--- config.mk ---
export PLATFORM = sky130hd
export DESIGN_NAME = tasl_core
export DESIGN_NICKNAME = d
export VERILOG_FILES = /design/src/core/tasl_pkg.sv /design/src/core/tasl_core.sv /design/src/core/tasl_result_mem.sv
export SDC_FILE = /design/constraint.sdc
export NUM_CORES = 1
export LEC_CHECK = 0
export BUFFER_PORTS_ARGS = -buffer_cell sky130_fd_sc_hd__buf_2
export CAP_MARGIN = 20
export CORE_MARGIN = 5
export CORE_UTILIZATION = 58
export CTS_BUF_LIST = sky130_fd_sc_hd__clkbuf_8 sky130_fd_sc_hd__clkbuf_16
export CTS_CLUSTER_SIZE = 24
export DETAILED_ROUTE_END_ITERATION = 8
export GPL_TIMING_DRIVEN = 0
export PLACE_DENSITY = 0.83
export SKIP_LAST_GASP = 1
export SLEW_MARGIN = 40
export SYNTH_ARGS = -nofsm -noshare
export SYNTH_HDL_FRONTEND = slang
export SYNTH_SLANG_ARGS = --single-unit
export TNS_END_PERCENT = 1
--- constraint.sdc ---
create_clock -name sys_clk -period 9.5 [get_ports sys_clk]
set_clock_uncertainty 0.2 [all_clocks]
set_input_delay 0.475 -clock sys_clk [delete_from_list [all_inputs] [get_ports sys_clk]]
set_output_delay 0.475 -clock sys_clk [all_outputs]
set_load 0.1 [all_outputs]
--- src/core/tasl_pkg.sv ---
package tasl_pkg;

    // Register offsets
    localparam logic [3:0] TASL_ADDR_CFG = 4'h3;
    localparam logic [3:0] TASL_ADDR_AUX_HI = 4'h4;
    localparam logic [3:0] TASL_ADDR_AUX_LO = 4'h5;
    localparam logic [3:0] TASL_ADDR_TEMP_HI = 4'h6;
    localparam logic [3:0] TASL_ADDR_TEMP_LO = 4'h7;
    localparam logic [3:0] TASL_ADDR_RES_FIRST = 4'h8;
    localparam logic [3:0] TASL_ADDR_RES_LAST = 4'hd;
    localparam logic [3:0] TASL_ADDR_ID = 4'he;

    // Field positions in sequence_and_alert_config
    localparam int TASL_BIT_TEMP_MASK = 15;
    localparam int TASL_BIT_AUX_MASK = 14;
    localparam int TASL_BIT_INT_MODE = 13;
    localparam int TASL_BIT_GPIO_MASK = 12;
    localparam int TASL_BIT_AUX_HIGH = 10;
    localparam int TASL_BIT_TEMP_LOW = 9;
    localparam int TASL_BIT_TEMP_HIGH = 8;
    localparam int TASL_SEL_MSB = 7;
    localparam int TASL_SEL_LSB = 1;
    localparam logic [15:0] TASL_CFG_WR_MASK = 16'hf0fe;

    // Reset values
    localparam logic [15:0] TASL_CFG_RESET = 16'h0000;
    localparam logic [15:0] TASL_LIMIT_RESET = 16'h0000;
    localparam logic [15:0] TASL_RESULT_RESET = 16'h0000;

    // Channel indices, in selection order
    localparam logic [2:0] TASL_CH_YPOS = 3'h0;
    localparam logic [2:0] TASL_CH_PRESS2 = 3'h3;
    localparam logic [2:0] TASL_CH_AUX = 3'h4;
    localparam logic [2:0] TASL_CH_BATT = 3'h5;
    localparam logic [2:0] TASL_CH_TEMP = 3'h6;
    localparam int TASL_NUM_CH = 7;

    // Result slots
    localparam logic [2:0] TASL_SLOT_SUPPLY = 3'h4;
    localparam logic [2:0] TASL_SLOT_TEMP = 3'h5;
    localparam int TASL_NUM_SLOTS = 6;

    // Timing: first conversion delay step
    localparam int TASL_CLK_PERIOD_NS = 10;
    localparam int TASL_FCD_STEP_NS = 128000;
    localparam int TASL_FCD_STEP_CYCLES =
        (TASL_FCD_STEP_NS + TASL_CLK_PERIOD_NS - 1) / TASL_CLK_PERIOD_NS;
    localparam int TASL_DELAY_W = 20;

    typedef enum logic [2:0] {
        TASL_IDLE,
        TASL_PICK,
        TASL_SETTLE,
        TASL_REQ,
        TASL_WAIT,
        TASL_FINISH
    } tasl_state_e;

endpackage

--- src/core/tasl_core.sv ---
// Operation
// Wait programmed first-conversion delay before touch channels and sequence start.
// Config bit 15 set stops temperature results from raising the interrupt.
// Config bit 14 set stops auxiliary/battery results from raising the interrupt.
// Config bit 13 picks data-ready (0) or limit-alert (1) interrupt behaviour.
// General-purpose pin mask bit: 0 lets the pin alert, 1 suppresses.
// Config bits 10, 9, 8 report supply-high, temp-low, temp-high limit status.
// Four 16-bit writable limit registers at 0x04 to 0x07, reset zero.
// Config bits 7 to 1 select Y, X, Z1, Z2, aux, battery, temp.
// General-purpose pin enabled skips both auxiliary and battery channels.
// Auxiliary and battery both selected, pin disabled: measure battery only.
// Six read-only result registers 0x08 to 0x0D, reset zero, fixed order.
// Identity register 0x0E: revision in 11:8, identifier in 7:0, top zero.
// Limit-alert mode asserts interrupt while an unmasked result exceeds limits.
// Host writes channel selection before starting a slave-mode sequence.
// Supply and temperature results compared with limits when written; flags updated.
`timescale 1ns/1ns
`default_nettype none

module tasl_core
    import tasl_pkg::*;
#(
    parameter int FCD_STEP_CYCLES = TASL_FCD_STEP_CYCLES,
    parameter logic [3:0] REVISION = 4'h1,
    // Arbitrary identity value
    parameter logic [7:0] DEVICE_ID = 8'h5a
)
(
    input wire logic sys_clk,
    input wire logic sys_rst,
    input wire logic [3:0] reg_addr,
    input wire logic reg_wr,
    input wire logic [15:0] reg_wdata,
    input wire logic reg_rd,
    output logic [15:0] reg_rdata_reg,
    output logic reg_rvalid_reg,
    input wire logic seq_start,
    input wire logic [3:0] first_convert_delay,
    input wire logic gpio_enable,
    input wire logic gpio_alert,
    output logic conv_req_reg,
    output logic [2:0] conv_channel_reg,
    input wire logic conv_done,
    input wire logic [15:0] conv_data,
    output logic seq_busy_reg,
    output logic irq_n_reg
);

    ////////////////////////////////////////////////////////////////////////
    // Helpers

    function automatic logic [2:0] first_set(input logic [TASL_NUM_CH-1:0] m);
        logic [2:0] idx;
        idx = 3'h0;
        for (int i = TASL_NUM_CH - 1; i >= 0; i--)
        begin
            if (m[i])
                idx = 3'(i);
        end
        return idx;
    endfunction

    function automatic logic [2:0] slot_of(input logic [2:0] ch);
        logic [2:0] s;
        s = ch;
        if (ch == TASL_CH_AUX || ch == TASL_CH_BATT)
            s = TASL_SLOT_SUPPLY;
        else if (ch == TASL_CH_TEMP)
            s = TASL_SLOT_TEMP;
        return s;
    endfunction

    ////////////////////////////////////////////////////////////////////////
    // Registers

    logic [15:0] cfg_reg;
    logic [15:0] aux_hi_reg;
    logic [15:0] aux_lo_reg;
    logic [15:0] temp_hi_reg;
    logic [15:0] temp_lo_reg;
    logic aux_high_flag_reg;
    logic temp_low_flag_reg;
    logic temp_high_flag_reg;
    logic data_pend_reg;

    tasl_state_e state_reg;
    tasl_state_e state_next;
    logic [TASL_NUM_CH-1:0] todo_reg;
    logic [TASL_NUM_CH-1:0] todo_next;
    logic [2:0] cur_ch_reg;
    logic [2:0] cur_ch_next;
    logic first_reg;
    logic first_next;
    logic [TASL_DELAY_W-1:0] delay_cnt_reg;
    logic [TASL_DELAY_W-1:0] delay_cnt_next;

    logic rd_d1_reg;
    logic [3:0] addr_d1_reg;

    ////////////////////////////////////////////////////////////////////////
    // Decode

    wire logic wr_cfg = reg_wr && reg_addr == TASL_ADDR_CFG;
    wire logic wr_aux_hi = reg_wr && reg_addr == TASL_ADDR_AUX_HI;
    wire logic wr_aux_lo = reg_wr && reg_addr == TASL_ADDR_AUX_LO;
    wire logic wr_temp_hi = reg_wr && reg_addr == TASL_ADDR_TEMP_HI;
    wire logic wr_temp_lo = reg_wr && reg_addr == TASL_ADDR_TEMP_LO;
    wire logic addr_d1_is_res = addr_d1_reg >= TASL_ADDR_RES_FIRST
        && addr_d1_reg <= TASL_ADDR_RES_LAST;
    wire logic rd_result = reg_rd && reg_addr >= TASL_ADDR_RES_FIRST
        && reg_addr <= TASL_ADDR_RES_LAST;
    wire logic [2:0] rd_slot = 3'(reg_addr - TASL_ADDR_RES_FIRST);

    // Selection bits 7..1 map to channels 0..6 in reversed order
    logic [TASL_NUM_CH-1:0] sel_raw;
    genvar gi;
    generate
        for (gi = 0; gi < TASL_NUM_CH; gi++)
        begin : g_sel
            assign sel_raw[gi] = cfg_reg[TASL_SEL_MSB - gi];
        end
    endgenerate

    wire logic sel_aux = sel_raw[TASL_CH_AUX];
    wire logic sel_batt = sel_raw[TASL_CH_BATT];
    // Pin function steals the shared input, so neither analog use is possible
    wire logic keep_aux = sel_aux && !gpio_enable && !sel_batt; // see
    wire logic keep_batt = sel_batt && !gpio_enable;
    logic [TASL_NUM_CH-1:0] sel_eff;
    assign sel_eff = {sel_raw[TASL_CH_TEMP], keep_batt, keep_aux,
                      sel_raw[TASL_CH_PRESS2:TASL_CH_YPOS]};

    wire logic [2:0] next_ch = first_set(todo_reg);
    wire logic touch_ch = next_ch <= TASL_CH_PRESS2;
    wire logic need_delay = touch_ch || first_reg;
    wire logic [TASL_DELAY_W-1:0] delay_target =
        TASL_DELAY_W'((TASL_DELAY_W'(first_convert_delay) + TASL_DELAY_W'(1))
        * TASL_DELAY_W'(FCD_STEP_CYCLES) - TASL_DELAY_W'(1));

    wire logic res_wr = state_reg == TASL_WAIT && conv_done;
    wire logic [2:0] res_slot = slot_of(cur_ch_reg);
    wire logic seq_end = state_reg == TASL_FINISH;

    ////////////////////////////////////////////////////////////////////////
    // Sequencer

    always_comb
    begin
        state_next = state_reg;
        todo_next = todo_reg;
        cur_ch_next = cur_ch_reg;
        first_next = first_reg;
        delay_cnt_next = delay_cnt_reg;
        case (state_reg)
            TASL_IDLE:
            begin
                // Selection is sampled at start; later edits wait for next start
                if (seq_start)
                begin
                    todo_next = sel_eff;
                    first_next = 1'b1;
                    state_next = TASL_PICK;
                end
            end
            TASL_PICK:
            begin
                delay_cnt_next = '0;
                if (todo_reg == '0)
                    state_next = TASL_FINISH;
                else
                begin
                    cur_ch_next = next_ch;
                    todo_next = todo_reg & ~(TASL_NUM_CH'(1) << next_ch);
                    state_next = need_delay ? TASL_SETTLE : TASL_REQ;
                end
            end
            TASL_SETTLE:
            begin
                if (delay_cnt_reg >= delay_target)
                    state_next = TASL_REQ;
                else
                    delay_cnt_next = delay_cnt_reg + TASL_DELAY_W'(1);
            end
            TASL_REQ:
            begin
                first_next = 1'b0;
                state_next = TASL_WAIT;
            end
            TASL_WAIT:
            begin
                if (conv_done)
                    state_next = TASL_PICK;
            end
            TASL_FINISH:
            begin
                state_next = TASL_IDLE;
            end
            default:
            begin
                state_next = TASL_IDLE;
            end
        endcase
    end

    always_ff @(posedge sys_clk)
    begin
        if (sys_rst)
        begin
            state_reg <= TASL_IDLE;
            todo_reg <= '0;
            cur_ch_reg <= 3'h0;
            first_reg <= 1'b0;
            delay_cnt_reg <= '0;
        end
        else
        begin
            state_reg <= state_next;
            todo_reg <= todo_next;
            cur_ch_reg <= cur_ch_next;
            first_reg <= first_next;
            delay_cnt_reg <= delay_cnt_next;
        end
    end

    always_ff @(posedge sys_clk)
    begin
        if (sys_rst)
        begin
            conv_req_reg <= 1'b0;
            conv_channel_reg <= 3'h0;
            seq_busy_reg <= 1'b0;
        end
        else
        begin
            conv_req_reg <= state_next == TASL_REQ;
            conv_channel_reg <= cur_ch_next;
            seq_busy_reg <= state_next != TASL_IDLE;
        end
    end

    ////////////////////////////////////////////////////////////////////////
    // Host registers

    always_ff @(posedge sys_clk)
    begin
        if (sys_rst)
            cfg_reg <= TASL_CFG_RESET;
        else if (wr_cfg)
            cfg_reg <= reg_wdata & TASL_CFG_WR_MASK;
    end

    always_ff @(posedge sys_clk)
    begin
        if (sys_rst)
        begin
            aux_hi_reg <= TASL_LIMIT_RESET;
            aux_lo_reg <= TASL_LIMIT_RESET;
            temp_hi_reg <= TASL_LIMIT_RESET;
            temp_lo_reg <= TASL_LIMIT_RESET;
        end
        else
        begin
            if (wr_aux_hi)
                aux_hi_reg <= reg_wdata;
            if (wr_aux_lo)
                aux_lo_reg <= reg_wdata;
            if (wr_temp_hi)
                temp_hi_reg <= reg_wdata;
            if (wr_temp_lo)
                temp_lo_reg <= reg_wdata;
        end
    end

    ////////////////////////////////////////////////////////////////////////
    // Limit status, refreshed by each matching result

    wire logic aux_above = conv_data > aux_hi_reg;
    wire logic temp_below = conv_data < temp_lo_reg;
    wire logic temp_above = conv_data > temp_hi_reg;

    always_ff @(posedge sys_clk)
    begin
        if (sys_rst)
        begin
            aux_high_flag_reg <= 1'b0;
            temp_low_flag_reg <= 1'b0;
            temp_high_flag_reg <= 1'b0;
        end
        else if (res_wr)
        begin
            if (res_slot == TASL_SLOT_SUPPLY)
                aux_high_flag_reg <= aux_above; // see
            if (res_slot == TASL_SLOT_TEMP)
            begin
                temp_low_flag_reg <= temp_below; // see
                temp_high_flag_reg <= temp_above; // see
            end
        end
    end

    ////////////////////////////////////////////////////////////////////////
    // Shared interrupt output

    wire logic temp_alert = !cfg_reg[TASL_BIT_TEMP_MASK]
        && (temp_low_flag_reg || temp_high_flag_reg);
    wire logic aux_alert = !cfg_reg[TASL_BIT_AUX_MASK] && aux_high_flag_reg;
    wire logic pin_alert = !cfg_reg[TASL_BIT_GPIO_MASK] && gpio_alert;
    wire logic limit_alert = temp_alert || aux_alert || pin_alert;
    wire logic int_mode = cfg_reg[TASL_BIT_INT_MODE];

    // A new sequence end wins over a result read in the same cycle
    always_ff @(posedge sys_clk)
    begin
        if (sys_rst)
            data_pend_reg <= 1'b0;
        else if (seq_end)
            data_pend_reg <= 1'b1;
        else if (rd_result)
            data_pend_reg <= 1'b0;
    end

    always_ff @(posedge sys_clk)
    begin
        if (sys_rst)
            irq_n_reg <= 1'b1;
        else if (int_mode)
            irq_n_reg <= !limit_alert; // see
        else
            irq_n_reg <= !(data_pend_reg || seq_end);
    end

    ////////////////////////////////////////////////////////////////////////
    // Results and read path

    logic [15:0] res_rd_data;

    tasl_result_mem #(
        .DEPTH(TASL_NUM_SLOTS),
        .WIDTH(16)
    ) u_results (
        .sys_clk(sys_clk),
        .sys_rst(sys_rst),
        .wr_en(res_wr),
        .wr_slot(res_slot),
        .wr_data(conv_data),
        .rd_slot(rd_slot),
        .rd_data_reg(res_rd_data)
    );

    wire logic [15:0] cfg_view = {cfg_reg[15:11], aux_high_flag_reg,
        temp_low_flag_reg, temp_high_flag_reg, cfg_reg[7:1], 1'b0};

    logic [15:0] rd_mux;
    always_comb
    begin
        rd_mux = 16'h0000;
        if (addr_d1_is_res)
            rd_mux = res_rd_data;
        else
        begin
            case (addr_d1_reg)
                TASL_ADDR_CFG: rd_mux = cfg_view;
                TASL_ADDR_AUX_HI: rd_mux = aux_hi_reg;
                TASL_ADDR_AUX_LO: rd_mux = aux_lo_reg;
                TASL_ADDR_TEMP_HI: rd_mux = temp_hi_reg;
                TASL_ADDR_TEMP_LO: rd_mux = temp_lo_reg;
                TASL_ADDR_ID: rd_mux = {4'h0, REVISION, DEVICE_ID};
                default: rd_mux = 16'h0000;
            endcase
        end
    end

    // Two-cycle read keeps the result store's output registered
    always_ff @(posedge sys_clk)
    begin
        if (sys_rst)
        begin
            rd_d1_reg <= 1'b0;
            addr_d1_reg <= 4'h0;
            reg_rdata_reg <= 16'h0000;
            reg_rvalid_reg <= 1'b0;
        end
        else
        begin
            rd_d1_reg <= reg_rd;
            addr_d1_reg <= reg_addr;
            reg_rvalid_reg <= rd_d1_reg;
            if (rd_d1_reg)
                reg_rdata_reg <= rd_mux;
        end
    end

endmodule

`default_nettype wire

--- src/core/tasl_result_mem.sv ---
`timescale 1ns/1ns
`default_nettype none

module tasl_result_mem
    import tasl_pkg::*;
#(
    parameter int DEPTH = TASL_NUM_SLOTS,
    parameter int WIDTH = 16
)
(
    input wire logic sys_clk,
    input wire logic sys_rst,
    input wire logic wr_en,
    input wire logic [2:0] wr_slot,
    input wire logic [WIDTH-1:0] wr_data,
    input wire logic [2:0] rd_slot,
    output logic [WIDTH-1:0] rd_data_reg
);

    logic [WIDTH-1:0] mem_reg [DEPTH];

    ////////////////////////////////////////////////////////////////////////
    // Reset clears every slot so reads before a sequence return zero
    genvar gi;
    generate
        for (gi = 0; gi < DEPTH; gi++)
        begin : g_slot
            always_ff @(posedge sys_clk)
            begin
                if (sys_rst)
                    mem_reg[gi] <= TASL_RESULT_RESET;
                else if (wr_en && wr_slot == 3'(gi))
                    mem_reg[gi] <= wr_data;
            end
        end
    endgenerate

    wire logic rd_in_range = int'(rd_slot) < DEPTH;

    always_ff @(posedge sys_clk)
    begin
        if (sys_rst)
            rd_data_reg <= TASL_RESULT_RESET;
        else
            rd_data_reg <= rd_in_range ? mem_reg[rd_slot] : TASL_RESULT_RESET;
    end

endmodule

`default_nettype wire

==> results of run 1 <==
==> power by group <==
part,internal [mW],leakage (nW),switching [mW]
logic,0.0941,2.48,0.204
registers,1.14,2.24,0.0166
clock network,0.562,0.436,0.414
==> worst max path at each step <==
stage | to | slack (ps) | cells after the start
CTS | delay_cnt_reg[4]$_SDFFE_PP0P_ | 4120 | 21
floorplan | delay_cnt_reg[17]$_SDFFE_PP0P_ | 4310 | 20
global route | delay_cnt_reg[8]$_SDFFE_PP0P_ | 3660 | 21
detailed placement | delay_cnt_reg[4]$_SDFFE_PP0P_ | 3600 | 21
finish | delay_cnt_reg[9]$_SDFFE_PP0P_ | 4120 | 21
global placement | delay_cnt_reg[4]$_SDFFE_PP0P_ | 3760 | 21
==> repair_timing <==
item	4_1_cts	5_1_grt
setup endpoints to repair	0	0
endpoints found under the hold margin	1	0
hold buffers	1	0
==> cell type report <==
type / instances / share of cell area (%)
Inverter: 58 / 1.55
Sequential cell: 250 / 42.5
Tap cell: 275 / 2.45
Buffer: 68 / 2.03
Clock buffer: 33 / 5.40
Clock inverter: 15 / 0.580
Multi-Input combinational cell: 890 / 43.0
Timing Repair Buffer: 68 / 2.46
==> worst max-delay path, cell delays in order <==
cell and delay [ps]:
clkbuf_1 270, nand3_1 150, xnor2_1 270, ha_1 290, ha_1 300, ha_1 300
ha_1 320, nand2_1 90, o21bai_1 70, a21oi_1 180, xnor2_1 130, or4_1 540
ha_1 310, nand2_1 70, nor2_1 410, o311ai_4 270, a21oi_2 300, buf_6 180
clkbuf_1 370, o21ai_0 180, a21oi_1 140
==> per-layer routing <==
metal	vias to the layer above	global-route usage [%]	share of wire, %
li1	4733	-	-
met1	4677	36.9	43
met2	458	41.6	46
met3	71	4.54	8.8
met4	0	8.55	2.9
met5	-	0	0
==> cell usage after synthesis (5+ instances only) <==
library cell / count / area (µm²)
a211oi_1: 20 / 150
a21o_1: 9 / 67.6
a21oi_1: 106 / 531
a221oi_1: 6 / 52.6
a222oi_1: 16 / 160
a311oi_1: 7 / 61.3
and2_1: 98 / 613
and3_1: 5 / 31.3
buf_2: 9 / 45.0
clkbuf_1: 51 / 191
dfxtp_1: 154 / 3080
edfxtp_1: 96 / 2880
ha_1: 74 / 926
inv_1: 58 / 218
mux2i_1: 46 / 460
mux4_2: 16 / 360
nand2_1: 139 / 522
nand2b_1: 11 / 68.8
nand3_1: 33 / 165
nand3b_1: 7 / 52.6
nand4_1: 22 / 138
nor2_1: 108 / 405
nor2b_1: 14 / 87.6
nor3_1: 24 / 120
nor4_1: 7 / 43.8
o21ai_0: 25 / 125
o31ai_1: 6 / 45.0
or3_1: 12 / 75.1
or4_1: 7 / 52.6
xnor2_1: 8 / 70.1
xor2_1: 13 / 114
==> cell families (layout without fill, tap and decap cells) <==
family,Yosys count,in the layout,synth area share [%]
simple gates,500,500,20.1
flops,250,250,47.9
compound gates,233,233,12.4
buf+inv,126,242,4.04
fa+ha+maj,74,74,7.44
mux,62,62,6.60
xor+xnor,21,21,1.48
==> results.cfg, run 1 <==
[finish]
final_common_cell = dfxtp_1
layoutNonFillerInstCount = 1657
fin_area_um2 = 14000
mostFrequentLayoutCells = dfxtp_1, nand2_1, nor2_1
n_antenna_cell = 0
register_area_um2 = 5970
multi_input_area_um2 = 6040
final_nets = 1484
syn_to_final_growth_pct = 12.8
largest_reg_flops = 96
nFillCells = 1654
fin_util_pct = 66.5
drive_gt1_share_pct = 11.4

[placed_design]
place_inst = 1608
dp_slack_ps = 3600
portBuffers = 67
place.gp.congestion = 0.976
dpl.hpwl_um = 24200
placed_area_um2 = 13200

[logic_synthesis]
syn_inst = 1266
synth_edf_count = 96
yosys_register_bits = 250
ys_async_sr_fraction_pct = 0
synth_ff_type = dfxtp_1
synth_cell_types = 62
syn-cell-area_um2 = 12400
yosysSeqAreaShare_pct = 47.9
avgSynthCellArea_um2 = 9.83
synthesis.nets = 1388
ys.warnings.count = 0

[worst_setup_path]
reg2reg_from = delay_cnt_reg[19]$_SDFFE_PP0P_
cp.arrival_ps = 5630
end_kind = register
rrSetupSlack_ps = 6660
startpoint_type = primary input
regToRegEndpoint = delay_cnt_reg[9]$_SDFFE_PP0P_
crit_required_ps = 9760
worst-setup-path-type = primary input to register
path_max_fanout = 10
reg2regPathDepth = 9
setup.worst_path.start = first_convert_delay[2]

[clocking]
cts_resized = 0
cts_buffer_depth = 3
clock-sinks = 250
cts_tree = built
clkTransAtPathRegs_ps = 60
post-cts-setup-buffers = 0
root_buffer = clkbuf_16
htreeDepth = 1
insertion_delay_ps = 540
cts_buffers = 26

[job]
cap_violations = 0

[floorplanning]
coreArea_um2 = 21100
fp.dieH_um = 156
io_pins = 71
start_util_pct = 59.0
die-area_um2 = 24500
die_w_um = 156
rows = 53

[timing]
slew_viol_final = 0
min_period_ps = 5380
period_share_pct = 56.6
fmax_mhz = 186
finalHoldViolCount = 0
max-slew-margin-rel_pct = 40.5
hold-worst-slack_ps = 28.0
rsz0062_at_grt = no
setup_slack_ps = 4120
setup_viol = 0
worst_pin_slew_ps = 884
tns_ps = 0

[power_and_ir_drop]
p_leak_nw = 5.16
design_power_total_mw = 2.44
peakVddDrop_v = 0.000158
p_per_area_nw_per_um2 = 174

[global_routing]
grt_max_degree = 18
antenna_found_initial = 0
grt_pass1_wl_um = 51200
grt_pass1_vias = 9702
grt_overflow = 0
grtUsageTotal_pct = 26.2

[route]
ant_nets = 0
first_pass_iters = 8
vias = 9939
drtIter0Drc = 979
drt_drc_violations_left = 0
vias_per_cell = 6.00
wirelength_um = 32400
avgRoutedWirePerCell_um = 19.5

[min_path]
worstHoldEndpoint = temp_lo_reg[11]$_SDFFE_PP0P_
hold_path.startpoint = reg_wdata[11]
whs_path_depth = 3
hp-class = primary input to register

[status]
status = finished, final reports clean
No activity file was read; power rests on OpenSTA's default activity.
==> run 2: changes to the inputs <==
--- a/config.mk
+++ b/config.mk
@@ -5,6 +5,7 @@
 export SDC_FILE = /design/constraint.sdc
 export NUM_CORES = 1
 export LEC_CHECK = 0
+export ABC_AREA = 1
 export BUFFER_PORTS_ARGS = -buffer_cell sky130_fd_sc_hd__buf_2
 export CAP_MARGIN = 20
 export CORE_MARGIN = 5
==> constraint.sdc (replaced) <==
create_clock -name sys_clk -period 5.25 [get_ports sys_clk]
set_clock_uncertainty 0.2 [all_clocks]
set_input_delay 0.2625 -clock sys_clk [delete_from_list [all_inputs] [get_ports sys_clk]]
set_output_delay 0.2625 -clock sys_clk [all_outputs]
set_load 0.1 [all_outputs]
==> results.cfg, run 2 <==
[global_routing]
grtUsageTotal_pct = 27.8
grt_pass1_vias = 11000
grt_max_degree = 17
grt_pass1_wl_um = 57500
grt_overflow = 0
antenna_found_initial = 0

[worst_setup_path]
cp.arrival_ps = 4300
path_buf_inv = 3
path_common_cell = nand2_1
slowest_delay_ps = 340
path_depth = 27
crit_required_ps = 5520
startpoint_type = primary input
reg2regPathDepth = 7
path_max_fanout = 10
end_kind = register
crit_path_top_delay_cell = ha_1
worst-setup-path-type = primary input to register
crit_family = adder cells

[timing]
tns_ps = 0
min_period_ps = 4030
finalHoldViolCount = 0
setup_viol = 0
max-slew-margin-rel_pct = 45.1
rsz0062_at_grt = no
period_share_pct = 76.8
fmax_mhz = 248
slew_viol_final = 0
worst_pin_slew_ps = 823

[finish]
n_antenna_cell = 0
final_nets = 1862
drive_gt1_share_pct = 10.9
final_common_cell = nand2_1
syn_to_final_growth_pct = 14.5
largest_reg_flops = 96
fin_area_um2 = 14800
mostFrequentLayoutCells = nand2_1, nor2_1, inv_1

[job]
cap_violations = 0

[clocking]
insertion_delay_ps = 540
hold_buffers = 25
cts_tree = built
cts_buffers = 27
htreeDepth = 1
cts_resized = 0
clock-sinks = 250
root_buffer = clkbuf_16
post-cts-setup-buffers = 0
cts_buffer_depth = 3
clkTransAtPathRegs_ps = 60

[logic_synthesis]
synth_top_area_share_pct = 23.9
yosys_register_bits = 250
synth_ff_type = dfxtp_1
ys.warnings.count = 0
synth_edf_count = 96
synth_common_cells = nand2_1, nor2_1, inv_1
avgSynthCellArea_um2 = 7.97
synth_area_leaders = dfxtp_1, edfxtp_1, nand2_1, ha_1, nor2_1
syn-cell-area_um2 = 12900
yosys.cell_count.top_type = nand2_1
synthesis.nets = 1738
yosysSeqAreaShare_pct = 46.3
syn_inst = 1616
synth_cell_types = 46
yosysTopAreaCell = dfxtp_1
ys_async_sr_fraction_pct = 0

[route]
vias_per_cell = 5.80
wirelength_um = 36600
ant_nets = 0
vias = 11800
drtIter0Drc = 1421
drt_drc_violations_left = 0
first_pass_iters = 7
avgRoutedWirePerCell_um = 17.9

[min_path]
whs_path_depth = 3
hp-class = primary input to register

[floorplanning]
io_pins = 71
die_w_um = 159
fp.dieH_um = 159
coreArea_um2 = 21800
rows = 54
start_util_pct = 59.0
die-area_um2 = 25300

[placed_design]
place.gp.congestion = 0.993
placed_area_um2 = 13600
portBuffers = 69
dpl.hpwl_um = 27100

[power_and_ir_drop]
p_per_area_nw_per_um2 = 311
p_leak_nw = 5.93
peakVddDrop_v = 0.000266

[status]
status = finished, final reports clean
==> run 2: layout make-up <==
class,count,area (µm²)
buffer,64,310
clock buffer,34,783
clock inverter,16,109
fill,1762,7070
inverter,188,706
multi-input combinational,1114,5920
sequential,250,5970
tap,280,350
timing repair buffer,95,607
==> run 2: worst min-delay path, cell delays in order <==
cell and delay (ps):
buf_2 90, inv_1 140, nor2_1 130
==> run 2: kinds of logic after synthesis <==
group / after synthesis / synth area share, %
AND/OR/NAND/NOR: 674 / 22.5
AO/OA/AOI/OAI: 346 / 14.8
buffers and inverters: 252 / 7.88
flip-flops: 250 / 46.3
adder cells (fa/ha/maj): 74 / 7.19
XOR/XNOR: 20 / 1.36
==> run 2: power by group <==
part           internal, mW  switching (mW)  leakage [nW]  total [mW]
combinational         0.176           0.422          3.21       0.597
clock                  1.10           0.782         0.479        1.88
sequential             2.08          0.0332          2.24        2.11
==> run 2: path summary, 6_finish.rpt <==
path / from / endpoint / slack [ps]
max: first_convert_delay[1] / delay_cnt_reg[16]$_SDFFE_PP0P_ / 1220
min: conv_data[0] / u_results.mem_reg[0][0]$_SDFFCE_PN0P_ / 4
max reg2reg: state_reg[0]$_SDFF_PP0_ / u_results.mem_reg[5][10]$_SDFFCE_PN0P_ / 2860
min reg2reg: aux_lo_reg[13]$_SDFFE_PP0P_ / aux_lo_reg[13]$_SDFFE_PP0P_ / 260
==> run 2: through the flow <==
| stage | instances | worst slack (ps) | hold slack [ps] | power [mW] | utilization [%] |
|---|---|---|---|---|---|
| floorplan | 1616 | 1360 | 169 | 2.55 | - |
| global placement | 1965 | 809 | 241 | 2.70 | 62.2 |
| detailed placement | 1966 | 650 | 247 | 2.72 | 62.3 |
| CTS | 2041 | 1190 | 6.58 | 4.58 | 67.6 |
| global route | 2041 | 834 | 33.5 | 4.74 | 67.6 |
| finish | 2041 | 1220 | 3.53 | 4.59 | 67.6 |
==> run 2: metal layers <==
| layer | vias up | global-route usage (%) | routed length, µm |
|---|---|---|---|
| met3 | 136 | 5.18 | 3690 |
| met1 | 5460 | 38.3 | 14900 |
| met5 | - | 0 | 0 |
| met2 | 627 | 43.6 | 16200 |
| li1 | 5610 | - | - |
| met4 | 0 | 11.2 | 1740 |
==> run 3: changes to the inputs <==
--- a/config.mk
+++ b/config.mk
@@ -9,12 +9,12 @@
 export BUFFER_PORTS_ARGS = -buffer_cell sky130_fd_sc_hd__buf_2
 export CAP_MARGIN = 20
 export CORE_MARGIN = 5
-export CORE_UTILIZATION = 58
+export CORE_UTILIZATION = 56
 export CTS_BUF_LIST = sky130_fd_sc_hd__clkbuf_8 sky130_fd_sc_hd__clkbuf_16
 export CTS_CLUSTER_SIZE = 24
 export DETAILED_ROUTE_END_ITERATION = 8
 export GPL_TIMING_DRIVEN = 0
-export PLACE_DENSITY = 0.83
+export PLACE_DENSITY = 0.84
 export SKIP_LAST_GASP = 1
 export SLEW_MARGIN = 40
 export SYNTH_ARGS = -nofsm -noshare
==> constraint.sdc (replaced) <==
create_clock -name sys_clk -period 3.62 [get_ports sys_clk]
set_clock_uncertainty 0.2 [all_clocks]
set_input_delay 0.181 -clock sys_clk [delete_from_list [all_inputs] [get_ports sys_clk]]
set_output_delay 0.181 -clock sys_clk [all_outputs]
set_load 0.1 [all_outputs]
==> results.cfg, run 3 (synthesis results as in run 2) <==
[floorplanning]
die_w_um = 162
start_util_pct = 56.9
die-area_um2 = 26100
rows = 55
fp.dieH_um = 162
coreArea_um2 = 22600
io_pins = 71

[clocking]
insertion_delay_ps = 540
htreeDepth = 1
cts_buffer_depth = 3
root_buffer = clkbuf_16
clock-sinks = 250
clkTransAtPathRegs_ps = 60
cts_buffers = 26
cts_tree = built

[worst_setup_path]
startpoint_type = primary input
crit_family = simple AND/OR/NAND/NOR gates
path_buf_inv = 5
end_kind = register
path_common_cell = nand2_1
path_max_fanout = 7
crit_path_top_delay_cell = ha_1
worst-setup-path-type = primary input to register
crit_required_ps = 3880
path_depth = 25
reg2reg_from = state_reg[0]$_SDFF_PP0_
cp.arrival_ps = 3790
slowest_delay_ps = 300
reg2regPathDepth = 7
regToRegEndpoint = u_results.mem_reg[5][15]$_SDFFCE_PN0P_
rrSetupSlack_ps = 1210

[finish]
final_nets = 1886
final_common_cell = nand2_1
n_antenna_cell = 0
mostFrequentLayoutCells = nand2_1, nor2_1, inv_1
syn_to_final_growth_pct = 18.0
largest_reg_flops = 96
drive_gt1_share_pct = 13.6
nFillCells = 1748

[global_routing]
grt_pass1_vias = 11800
grt_pass1_wl_um = 60800
antenna_found_initial = 0
grt_max_degree = 17
grt_overflow = 0
grtUsageTotal_pct = 29.0

[timing]
rsz0062_at_grt = yes
worst_pin_slew_ps = 817
finalHoldViolCount = 0
setup_slack_ps = 93.9
hold-worst-slack_ps = 56.0
max-slew-margin-rel_pct = 45.5
min_period_ps = 3530
tns_ps = 0
fmax_mhz = 284
period_share_pct = 97.4
slew_viol_final = 0
setup_viol = 0

[status]
status = finished, final reports clean

[route]
wirelength_um = 39100
vias = 12200
first_pass_iters = 8
ant_nets = 0
vias_per_cell = 5.88
avgRoutedWirePerCell_um = 18.9
drtIter0Drc = 1713
drt_drc_violations_left = 0

[power_and_ir_drop]
p_per_area_nw_per_um2 = 436
peakVddDrop_v = 0.000401
p_leak_nw = 6.02

[placed_design]
dpl.hpwl_um = 27500
dp_slack_ps = -620
portBuffers = 69
place.gp.congestion = 1.01

[min_path]
hold_path.startpoint = conv_data[7]
hp-class = primary input to register
worstHoldEndpoint = u_results.mem_reg[4][7]$_SDFFCE_PN0P_
whs_path_depth = 3

[job]
cap_violations = 0
run 3: cell types whose count changed in the layout (fill, tap and decap cells not counted), moves of 3 or more:
cell / previous run / this run
dlygate4sd3_1: 25 / 38
ha_1: 74 / 62
ha_4: 0 / 11
nor2_1: 245 / 235
buf_4: 2 / 11
nand2_1: 308 / 299
nand2_2: 6 / 15
nor2_2: 6 / 11
nor2_4: 15 / 20
inv_1: 184 / 180
nand3_1: 62 / 59
nand3_2: 1 / 4
run 3: how the worst max path moves through the flow:
| stage | start | end | slack, ps |
|---|---|---|---|
| after detailed placement | first_convert_delay[1] | delay_cnt_reg[14]$_SDFFE_PP0P_ | -620 |
| after floorplan | first_convert_delay[0] | delay_cnt_reg[10]$_SDFFE_PP0P_ | 7 |
| after global placement | first_convert_delay[0] | delay_cnt_reg[14]$_SDFFE_PP0P_ | -470 |
| after global routing | first_convert_delay[0] | delay_cnt_reg[16]$_SDFFE_PP0P_ | -120 |
| after CTS | first_convert_delay[0] | delay_cnt_reg[14]$_SDFFE_PP0P_ | 9 |
| final | first_convert_delay[0] | delay_cnt_reg[13]$_SDFFE_PP0P_ | 90 |
run 3: per-layer routing:
metal	routed length, µm	global-route usage [%]
met1	15400	38.2
met2	17700	47.5
met3	4100	5.86
met4	1930	11.2
met5	0	0
run 3: layout make-up:
cell class	count	area, µm²	area share, %
buffer	64	318	2.09
clock buffer	32	744	4.90
clock inverter	16	66.3	0.436
inverter	188	711	4.68
multi-input combinational	1114	6190	40.7
sequential	250	5970	39.3
tap	285	357	2.35
timing repair buffer	120	848	5.58
run 3: worst reg2reg max path, delay by kind of cell (launching register included):
family | cells | cell delay, ps
buffers and inverters | 2 | 210
flip-flops | 1 | 370
AND/OR/NAND/NOR | 5 | 1250
run 3: power by group:
part / switching [mW] / internal (mW) / total (mW)
combinational: 0.669 / 0.328 / 0.996
clock: 1.12 / 1.44 / 2.57
sequential: 0.0508 / 3.02 / 3.07
total: 1.84 / 4.79 / 6.63
run 3: metrics by stage:
stage	utilization [%]	instances	instance area, µm²	total power, mW
global route	67.1	2069	15200	6.83
floorplan	-	1616	13000	3.73
finish	67.1	2069	15200	6.63
global placement	60.5	1970	13700	3.95
CTS	66.0	2059	14900	6.50
detailed placement	60.6	1971	13700	3.98
run 3: timing repair:
| action | 4_1_cts | 5_1_grt |
|---|---|---|
| resized for setup | 5 | 37 |
| hold buffers | 38 | 0 |
| endpoints found under the hold margin | 161 | 0 |
| pin swaps | 2 | 15 |
| endpoints found under the setup margin | 10 | 23 |
| gates cloned | 0 | 2 |
| setup buffers | 2 | 8 |
